## src/logic/atc_pkg.sv

```systemverilog
// Package for the alert threshold compare block: register map, fields, reset values
package atc_pkg;
  localparam int          ATC_NUM_CH        = 4;
  localparam int          ATC_RES_W         = 16;
  localparam int          ATC_LIM_W         = 12;
  localparam int          ATC_SEL_W         = 4;
  localparam int          ATC_FLAG_W        = 2 * ATC_NUM_CH;
  localparam int          ATC_IRQ_W         = 2;
  // Register byte addresses
  localparam logic [7:0]  ATC_ADDR_STATUS   = 8'h00;
  localparam logic [7:0]  ATC_ADDR_LOWER    = 8'h04;
  localparam logic [7:0]  ATC_ADDR_UPPER    = 8'h08;
  localparam logic [7:0]  ATC_ADDR_IRQ_STAT = 8'h0c;
  localparam logic [7:0]  ATC_ADDR_IRQ_MASK = 8'h10;
  // Field layout of the limit registers
  localparam int          ATC_SEL_LSB       = 12;
  localparam int          ATC_LIM_LSB       = 4;
  localparam int          ATC_UNDER_BIT     = 0;
  localparam int          ATC_OVER_BIT      = 1;
  localparam logic [3:0]  ATC_LOW_FILL      = 4'h0;
  localparam logic [3:0]  ATC_HIGH_FILL     = 4'hf;
  // Reset values
  localparam logic [11:0] ATC_LOWER_RST     = 12'h800;
  localparam logic [11:0] ATC_UPPER_RST     = 12'h7ff;
  localparam logic [3:0]  ATC_LOWER_SEL_RST = 4'h0;
  localparam logic [3:0]  ATC_UPPER_SEL_RST = 4'h0;
  // Interrupt status bits
  localparam int          ATC_IRQ_UNDER     = 0;
  localparam int          ATC_IRQ_OVER      = 1;
endpackage

```

## src/logic/atc_chan_cmp.sv

```systemverilog
// One channel's limit comparison and sticky over and under flags
`timescale 1ns/1ps
module atc_chan_cmp
  import atc_pkg::*;
#(
  parameter int RES_W = ATC_RES_W
) (
  // Clock and reset
  input  wire logic             clk_i,
  input  wire logic             rst_i,
  // Conversion result
  input  wire logic             valid_i,
  input  wire logic [RES_W-1:0] result_i,
  // Internal limits
  input  wire logic [RES_W-1:0] low_lim_i,
  input  wire logic [RES_W-1:0] high_lim_i,
  // Read-to-clear
  input  wire logic             clr_i,
  // Flags and events
  output logic                  under_o,
  output logic                  over_o,
  output logic                  under_evt_o,
  output logic                  over_evt_o
);
  logic under_q;
  logic over_q;
  logic under_d;
  logic over_d;

  assign under_evt_o = valid_i && (result_i < low_lim_i);
  assign over_evt_o  = valid_i && (result_i > high_lim_i);
  assign under_d = under_evt_o | (under_q & ~clr_i);
  assign over_d  = over_evt_o | (over_q & ~clr_i);
  assign under_o = under_q;
  assign over_o  = over_q;

  always_ff @(posedge clk_i) begin
    if (rst_i) begin
      under_q <= 1'b0;
      over_q  <= 1'b0;
    end else begin
      under_q <= under_d;
      over_q  <= over_d;
    end
  end
endmodule

```

## src/logic/atc_top.sv

```systemverilog
// Alert threshold compare register bank with APB slave and interrupt
`timescale 1ns/1ps
module atc_top
  import atc_pkg::*;
#(
  parameter int NUM_CH = atc_pkg::ATC_NUM_CH,
  parameter int RES_W  = atc_pkg::ATC_RES_W
) (
  // Clock and reset
  input  wire logic                CLK_SYS_I,
  input  wire logic                SYS_RST_I,
  // APB slave
  input  wire logic                PSEL_I,
  input  wire logic                PENABLE_I,
  input  wire logic                PWRITE_I,
  input  wire logic [7:0]          PADDR_I,
  input  wire logic [31:0]         PWDATA_I,
  output logic      [31:0]         PRDATA_O,
  output logic                     PREADY_O,
  output logic                     PSLVERR_O,
  // Conversion results, channel 0 is A
  input  wire logic                RESULT_VALID_I,
  input  wire logic [NUM_CH*RES_W-1:0] RESULT_I,
  // Interrupt
  output logic                     IRQ_O
);
  import atc_pkg::*;

  // Register map, one aligned 32-bit word each:
  //   0x00 alert flag status, read clears; bit 2n under, bit 2n+1 over, n = A..D
  //   0x04 lower limit setting, select in 15:12, limit field in 11:0
  //   0x08 upper limit setting, same layout as the lower one
  //   0x0c interrupt status, write one to clear; bit 0 any under, bit 1 any over
  //   0x10 interrupt mask, same layout as the interrupt status
  // Writes to the flag status word and to unmapped words are dropped.
  // Unmapped accesses answer with an error and read zero.
  // The select bits are stored and read back but steer nothing here;
  // the serial transport that uses them sits outside this block.
  // Every access takes exactly one wait-free access cycle after setup,
  // so a master never sees a stretched transfer from this slave.

  localparam int FLAG_W = 2 * NUM_CH;

  logic [ATC_LIM_W-1:0]  lower_lim_q;
  logic [ATC_SEL_W-1:0]  lower_sel_q;
  logic [ATC_LIM_W-1:0]  upper_lim_q;
  logic [ATC_SEL_W-1:0]  upper_sel_q;
  logic [ATC_IRQ_W-1:0]  irq_stat_q;
  logic [ATC_IRQ_W-1:0]  irq_stat_d;
  logic [ATC_IRQ_W-1:0]  irq_mask_q;
  logic [31:0]           prdata_q;
  logic                  pready_q;
  logic                  pslverr_q;
  logic                  irq_q;

  logic [RES_W-1:0]      low_lim;
  logic [RES_W-1:0]      high_lim;
  logic [FLAG_W-1:0]     flags;
  logic [NUM_CH-1:0]     under_evt;
  logic [NUM_CH-1:0]     over_evt;
  logic                  any_under;
  logic                  any_over;

  // Per-register write strobes
  logic                  wr_lower;
  logic                  wr_upper;
  logic                  wr_istat;
  logic                  wr_imask;

  // Per-register read words, already padded to the bus width
  logic [31:0]           rd_status;
  logic [31:0]           rd_lower;
  logic [31:0]           rd_upper;
  logic [31:0]           rd_istat;
  logic [31:0]           rd_imask;
  logic [31:0]           rd_mux;

  // Access qualifiers and interrupt bookkeeping
  logic                  rd_setup;
  logic                  bad_setup;
  logic [ATC_IRQ_W-1:0]  irq_clr;
  logic [ATC_IRQ_W-1:0]  irq_set;
  logic [ATC_IRQ_W-1:0]  irq_pend;

  // APB decode: no wait state, answer on the first access cycle
  wire setup_ph   = PSEL_I && !PENABLE_I;
  wire access_ph  = PSEL_I && PENABLE_I && pready_q;
  wire wr_en      = access_ph && PWRITE_I;
  wire rd_en      = access_ph && !PWRITE_I;
  wire hit_status = PADDR_I == ATC_ADDR_STATUS;
  wire hit_lower  = PADDR_I == ATC_ADDR_LOWER;
  wire hit_upper  = PADDR_I == ATC_ADDR_UPPER;
  wire hit_istat  = PADDR_I == ATC_ADDR_IRQ_STAT;
  wire hit_imask  = PADDR_I == ATC_ADDR_IRQ_MASK;
  wire mapped     = hit_status | hit_lower | hit_upper | hit_istat | hit_imask;
  wire status_clr = rd_en && hit_status;

  // Write strobes; a write to the flag status word has no target on purpose
  assign wr_lower  = wr_en && hit_lower;
  assign wr_upper  = wr_en && hit_upper;
  assign wr_istat  = wr_en && hit_istat;
  assign wr_imask  = wr_en && hit_imask;

  // Setup-time qualifiers; read data is snapshotted at the setup edge
  assign rd_setup  = setup_ph && !PWRITE_I;
  assign bad_setup = setup_ph && !mapped;

  assign low_lim  = {lower_lim_q, ATC_LOW_FILL};
  assign high_lim = {upper_lim_q, ATC_HIGH_FILL};

  genvar g;
  generate
    for (g = 0; g < NUM_CH; g++) begin : g_ch
      atc_chan_cmp #(
        .RES_W (RES_W)
      ) u_cmp (
        .clk_i       (CLK_SYS_I),
        .rst_i       (SYS_RST_I),
        .valid_i     (RESULT_VALID_I),
        .result_i    (RESULT_I[g*RES_W +: RES_W]),
        .low_lim_i   (low_lim),
        .high_lim_i  (high_lim),
        // read of status clears all pairs
        .clr_i       (status_clr),
        .under_o     (flags[2*g+ATC_UNDER_BIT]),
        .over_o      (flags[2*g+ATC_OVER_BIT]),
        .under_evt_o (under_evt[g]),
        .over_evt_o  (over_evt[g])
      );
    end
  endgenerate

  assign any_under = |under_evt;
  assign any_over  = |over_evt;

  // Write-one-to-clear vector and new-event set vector
  assign irq_clr                = wr_istat ? PWDATA_I[ATC_IRQ_W-1:0] : '0;
  assign irq_set[ATC_IRQ_UNDER] = any_under;
  assign irq_set[ATC_IRQ_OVER]  = any_over;

  // New events win over a write-one-to-clear in the same cycle
  assign irq_stat_d = irq_set | (irq_stat_q & ~irq_clr);
  // Pending interrupts as they will stand after this edge
  assign irq_pend   = irq_stat_d & irq_mask_q;

  // Read words; bits above each register's width read as zero
  assign rd_status = {{(32-FLAG_W){1'b0}}, flags};
  assign rd_lower  = {16'h0000, lower_sel_q, lower_lim_q};
  assign rd_upper  = {16'h0000, upper_sel_q, upper_lim_q};
  assign rd_istat  = {{(32-ATC_IRQ_W){1'b0}}, irq_stat_q};
  assign rd_imask  = {{(32-ATC_IRQ_W){1'b0}}, irq_mask_q};

  // One-hot and-or select; flags shown as they stand before this read clears them
  assign rd_mux = ({32{hit_status}} & rd_status) |
                  ({32{hit_lower}}  & rd_lower)  |
                  ({32{hit_upper}}  & rd_upper)  |
                  ({32{hit_istat}}  & rd_istat)  |
                  ({32{hit_imask}}  & rd_imask);

  // limit field of the lower setting
  always_ff @(posedge CLK_SYS_I) begin
    if (SYS_RST_I) begin
      lower_lim_q <= ATC_LOWER_RST;
    end else if (wr_lower) begin
      lower_lim_q <= PWDATA_I[ATC_LIM_W-1:0];
    end
  end

  // select bits of the lower setting
  always_ff @(posedge CLK_SYS_I) begin
    if (SYS_RST_I) begin
      lower_sel_q <= ATC_LOWER_SEL_RST;
    end else if (wr_lower) begin
      lower_sel_q <= PWDATA_I[ATC_SEL_LSB +: ATC_SEL_W];
    end
  end

  // limit field of the upper setting
  always_ff @(posedge CLK_SYS_I) begin
    if (SYS_RST_I) begin
      upper_lim_q <= ATC_UPPER_RST;
    end else if (wr_upper) begin
      upper_lim_q <= PWDATA_I[ATC_LIM_W-1:0];
    end
  end

  // select bits of the upper setting reset to zero
  always_ff @(posedge CLK_SYS_I) begin
    if (SYS_RST_I) begin
      upper_sel_q <= ATC_UPPER_SEL_RST;
    end else if (wr_upper) begin
      upper_sel_q <= PWDATA_I[ATC_SEL_LSB +: ATC_SEL_W];
    end
  end

  // Interrupt status, updated every cycle
  always_ff @(posedge CLK_SYS_I) begin
    if (SYS_RST_I) begin
      irq_stat_q <= '0;
    end else begin
      irq_stat_q <= irq_stat_d;
    end
  end

  // Interrupt mask, plain read and write
  always_ff @(posedge CLK_SYS_I) begin
    if (SYS_RST_I) begin
      irq_mask_q <= '0;
    end else if (wr_imask) begin
      irq_mask_q <= PWDATA_I[ATC_IRQ_W-1:0];
    end
  end

  // Interrupt registered so the output comes from a flop; in step with status
  always_ff @(posedge CLK_SYS_I) begin
    if (SYS_RST_I) begin
      irq_q <= 1'b0;
    end else begin
      irq_q <= |irq_pend;
    end
  end

  // Ready rises in the cycle after setup and stands for that one access cycle
  always_ff @(posedge CLK_SYS_I) begin
    if (SYS_RST_I) begin
      pready_q <= 1'b0;
    end else begin
      pready_q <= setup_ph;
    end
  end

  // Error stands beside ready for an unmapped address
  always_ff @(posedge CLK_SYS_I) begin
    if (SYS_RST_I) begin
      pslverr_q <= 1'b0;
    end else begin
      pslverr_q <= bad_setup;
    end
  end

  // Read data stands only in the access cycle, so the bus idles at zero
  always_ff @(posedge CLK_SYS_I) begin
    if (SYS_RST_I) begin
      prdata_q <= 32'h0000_0000;
    end else if (rd_setup) begin
      prdata_q <= rd_mux;
    end else if (access_ph) begin
      prdata_q <= 32'h0000_0000;
    end
  end

  assign PRDATA_O  = prdata_q;
  assign PREADY_O  = pready_q;
  assign PSLVERR_O = pslverr_q;
  assign IRQ_O     = irq_q;
endmodule

```

## config.mk

```make
export PLATFORM = sky130hd
export DESIGN_NAME = atc_top
export DESIGN_NICKNAME = d
export VERILOG_FILES = /design/src/logic/atc_pkg.sv /design/src/logic/atc_chan_cmp.sv /design/src/logic/atc_top.sv
export SDC_FILE = /design/constraint.sdc
export NUM_CORES = 1
export LEC_CHECK = 0
export ABC_AREA = 1
export BUFFER_PORTS_ARGS = -buffer_cell sky130_fd_sc_hd__buf_2
export CAP_MARGIN = 40
export CORE_MARGIN = 5
export CORE_UTILIZATION = 45
export DETAILED_ROUTE_END_ITERATION = 7
export GPL_TIMING_DRIVEN = 0
export PLACE_DENSITY_LB_ADDON = 0.15
export RECOVER_POWER = 100
export SLEW_MARGIN = 15
export SYNTH_ARGS = -nofsm -noshare
export SYNTH_HDL_FRONTEND = slang
export SYNTH_SLANG_ARGS = --single-unit
```

## constraint.sdc

```tcl
create_clock -name CLK_SYS_I -period 2.6 [get_ports CLK_SYS_I]
set_input_delay 0.13 -clock CLK_SYS_I [delete_from_list [all_inputs] [get_ports CLK_SYS_I]]
set_output_delay 0.13 -clock CLK_SYS_I [all_outputs]
set_load 0.1 [all_outputs]
```

==> results.txt <==
----------------------------------------------------
[Run status]
  Result of the run ... finished, final reports clean

[Setup path]
  Worst path required time ... 2.86 ns
  Flop-to-flop setup slack ... 0.50 ns
  Arrival time at the worst endpoint ... 2.36 ns
  Maximum net fanout on the critical path ... 10
  Capture instance of the worst register-to-register path ... lower_lim_q[3]
  Number of cells on the worst reg-to-reg path ... 8
  Source of the worst register-to-register timing path ... PREADY_O
  Critical path capture point type ... flop
  Startpoint-to-endpoint class of the critical path ... reg -> reg
  Critical path launch point type ... flop

[Layout]
  Area occupied by multi-input gates ... 3200 µm²
  Proportion of layout cells with a drive suffix above 1 ... 0.152
  Number of antenna diodes ... 0
  Fill count ... 1,125
  Utilization of the core after routing ... 0.545
  Register area ... 1260 µm²
  Post-layout net count ... 1,066
  Final instance count without filler cells ... 1,009
  Fin area ... 5910 µm²
  Area growth from synthesis to layout ... 18.6%

[Yosys]
  Most frequent cell after synthesis ... sky130_fd_sc_hd__nand2_1
  Sequential-to-total area share from yosys stat ... 0.253
  Area leader, netlist ... sky130_fd_sc_hd__dfxtp_1
  Per-instance average area after synthesis ... 6.88 µm²
  Total of flip-flops plus latches after synthesis ... 63
  Area share of the leading cell type in the synthesized netlist ... 0.253
  Synth warn ... 0
  EDFF count, synth ... 0
  Syn Inst Count ... 725
  Main synth FF type ... sky130_fd_sc_hd__dfxtp_1
  List of most frequent post-synthesis cells ... 215 x sky130_fd_sc_hd__nand2_1, 92 x sky130_fd_sc_hd__ha_1, 90 x sky130_fd_sc_hd__inv_1
  Synth unique cells ... 29
  Cells taking the most area after synthesis ... sky130_fd_sc_hd__dfxtp_1 25%, sky130_fd_sc_hd__ha_1 23%, sky130_fd_sc_hd__nand2_1 16%, sky130_fd_sc_hd__a21oi_1 7.5%, sky130_fd_sc_hd__inv_1 6.8%
  Mapped cell area ... 4980 µm²
  Post-synthesis async set-or-reset flop share ... 0

[Timing]
  Tightest Pin Transition ... 1.17 ns
  Relative slew slack ... 0.223
  Setup Skew ... 0.00613 ns
  Final worst-path cycle share ... 0.807
  Worst hold slack across all endpoints ... 0.0338 ns
  Count of endpoints failing setup in the final report ... 0
  Count of pins over their slew limit ... 0
  TNS Setup ... 0 ns
  Count of final hold-check violations ... 0
  Maximum frequency from static timing analysis ... 477 MHz
  RSZ-0062 raised after global routing ... no
  Min Tclk post-route ... 2.10 ns

[Clock network]
  Number of sinks on the clock net ... 63
  Post-cts sizing count ... 0
  Root buffer selected by CTS ... sky130_fd_sc_hd__clkbuf_8
  Number of buffers inserted for hold repair after clock tree synthesis ... 1
  CTS tree ... built
  Number of buffers on the longest clock path ... 2
  Number of buffers added by the clock tree synthesis step ... 9
  Htree depth ... 3
  Clock slew at the register clock pins of the worst setup and hold paths ... 0.07 ns
  Clock insertion delay at the later pin of the skew report ... 0.34 ns
  Post-CTS Setup Bufs ... 0

[Floorplan]
  Die Width ... 115 µm
  Total I/O pin count ... 145
  Die Height ... 115 µm
  Die area ... 13,300 µm²
  Site Rows ... 38
  CORE AREA ... 10,800 µm²
  Effective utilization at floorplan ... 0.460

[Placed design]
  Post-placement cell count ... 992
  Final RePlAce weighted congestion ... 0.882
  Count of input and output buffers ... 112
  Placed instance area ... 5780 µm²
  Detailed placement HPWL ... 11.8 mm

[GRT]
  Number of antenna violations at the first check in global routing ... 0
  Wire length of the first global-routing pass ... 22.9 mm
  Sum of overflow across all layers after global routing ... 0
  Largest net degree at the start of global routing ... 13
  Via count of the first global-routing pass ... 4,908
  GRT Overall Usage ... 0.218

[Pwr]
  Worst-case vdd ir drop ... 0.329 mV
  Leakage ... 3.07 nW
  Pwr dens ... 384 nW/µm²

[Flow run]
  Max cap viols ... 0

[Min path]
  End point of the worst hold path ... upper_lim_q[6]
  Number of instances on the worst hold path ... 3
  Startpoint of the tightest hold check path ... PWDATA_I[6]
  Worst min-delay path class ... in -> reg

[Route]
  DRC ... 0
  Total number of vias ... 5,121
  Number of iterations in the first detailed-routing pass ... 5
  Final ANT Viol Nets ... 0
  Vias per Instance ... 5.08
  Drt wl/cell ... 14.2 µm
  Post-detailed-routing wire length ... 14.4 mm
  Count of routing violations after the opening detailed-route iteration ... 258

----------------------------------------------------
## per-layer routing
metal / global-route usage / wire length, µm / vias up
li1: - / - / 2623
met1: 0.277 / 6220 / 2299
met2: 0.383 / 6850 / 179
met3: 0.0437 / 1090 / 20
met4: 0.0423 / 193 / 0
met5: 0 / 0 / -
## worst max path at each step
stage                               start             end  slack [ns]  depth (start not counted)
after detailed placement  upper_lim_q[11]           IRQ_O        0.68                         13
final                            PREADY_O  lower_lim_q[3]        0.50                          8
after CTS                 upper_lim_q[11]           IRQ_O        0.66                         13
after global placement     upper_lim_q[7]           IRQ_O        0.72                         13
after global routing             PREADY_O  lower_lim_q[3]        0.30                          8
after floorplan                  PREADY_O  lower_lim_q[7]        0.54                          8
## critical path, cell delays in order, from the launching register on
cell and delay, ns:
sky130_fd_sc_hd__dfxtp_1 0.34, sky130_fd_sc_hd__nand3_1 0.13, sky130_fd_sc_hd__nor2_1 0.20, sky130_fd_sc_hd__inv_1 0.15
sky130_fd_sc_hd__nor2_1 0.27, sky130_fd_sc_hd__clkinv_1 0.13, sky130_fd_sc_hd__clkbuf_1 0.25, sky130_fd_sc_hd__clkbuf_1 0.32
sky130_fd_sc_hd__a21oi_1 0.23
## cell families (layout without fill, tap and decap cells)
family          Yosys count  in the layout  share of synthesized area
buf+inv                 125            254                      0.112
simple gates            307            307                      0.252
fa+ha+maj                92             92                      0.231
compound gates          137            137                      0.152
other cells               1             16                   0.000752
flops                    63             63                      0.253
## cell usage in the layout, fill, tap and decap left out, types with 2 or more instances in the layout
| master | netlist | routed |
|---|---|---|
| sky130_fd_sc_hd__nand2_1 | 215 | 216 |
| sky130_fd_sc_hd__buf_2 | 4 | 93 |
| sky130_fd_sc_hd__inv_1 | 90 | 92 |
| sky130_fd_sc_hd__ha_1 | 92 | 92 |
| sky130_fd_sc_hd__a21oi_1 | 75 | 75 |
| sky130_fd_sc_hd__dfxtp_1 | 63 | 63 |
| sky130_fd_sc_hd__nor2_1 | 52 | 56 |
| sky130_fd_sc_hd__o21ai_0 | 35 | 35 |
| sky130_fd_sc_hd__clkbuf_1 | 8 | 33 |
| sky130_fd_sc_hd__nand3_1 | 23 | 24 |
| sky130_fd_sc_hd__buf_4 | 16 | 16 |
| sky130_fd_sc_hd__conb_1 | 1 | 16 |
| sky130_fd_sc_hd__o211ai_1 | 12 | 12 |
| sky130_fd_sc_hd__clkbuf_8 | 0 | 9 |
| sky130_fd_sc_hd__o22ai_1 | 7 | 7 |
| sky130_fd_sc_hd__o221ai_1 | 5 | 5 |
| sky130_fd_sc_hd__nand4_1 | 4 | 4 |
| sky130_fd_sc_hd__clkinv_4 | 0 | 3 |
| sky130_fd_sc_hd__nor2_4 | 4 | 2 |
| sky130_fd_sc_hd__clkinv_2 | 0 | 2 |
## flip-flops by register name, indices dropped and copies added, names as in the netlist
register            flops
g_ch.u_cmp.under_o      4
upper_lim_q            12
PSLVERR_O               1
lower_lim_q            12
irq_mask_q              2
upper_sel_q             4
PRDATA_O               16
irq_stat_q              2
lower_sel_q             4
PREADY_O                1
IRQ_O                   1
g_ch.u_cmp.over_o       4
## layout make-up
type / count / share of cell area
flip-flops and latches: 63 / 0.213
well taps: 140 / 0.0296
clock buffers: 9 / 0.0209
inverters: 94 / 0.0597
plain buffers: 31 / 0.0313
clock inverters: 7 / 0.0125
repair buffers: 113 / 0.0923
multi-input cells: 552 / 0.540
## per-stage QoR
stage / worst slack (ns) / total power, mW
6_report: 0.502 / 2.27
3_3_place_gp: 0.723 / 1.44
2_1_floorplan: 0.542 / 1.31
5_1_grt: 0.300 / 2.39
4_1_cts: 0.660 / 2.29
3_5_place_dp: 0.681 / 1.46
## power breakdown
group | switching (mW) | internal [mW]
Sequential | 0.00749 | 0.979
Clock | 0.391 | 0.443
Combinational | 0.300 | 0.153
Note: power is estimated with default switching activity, not from simulation.
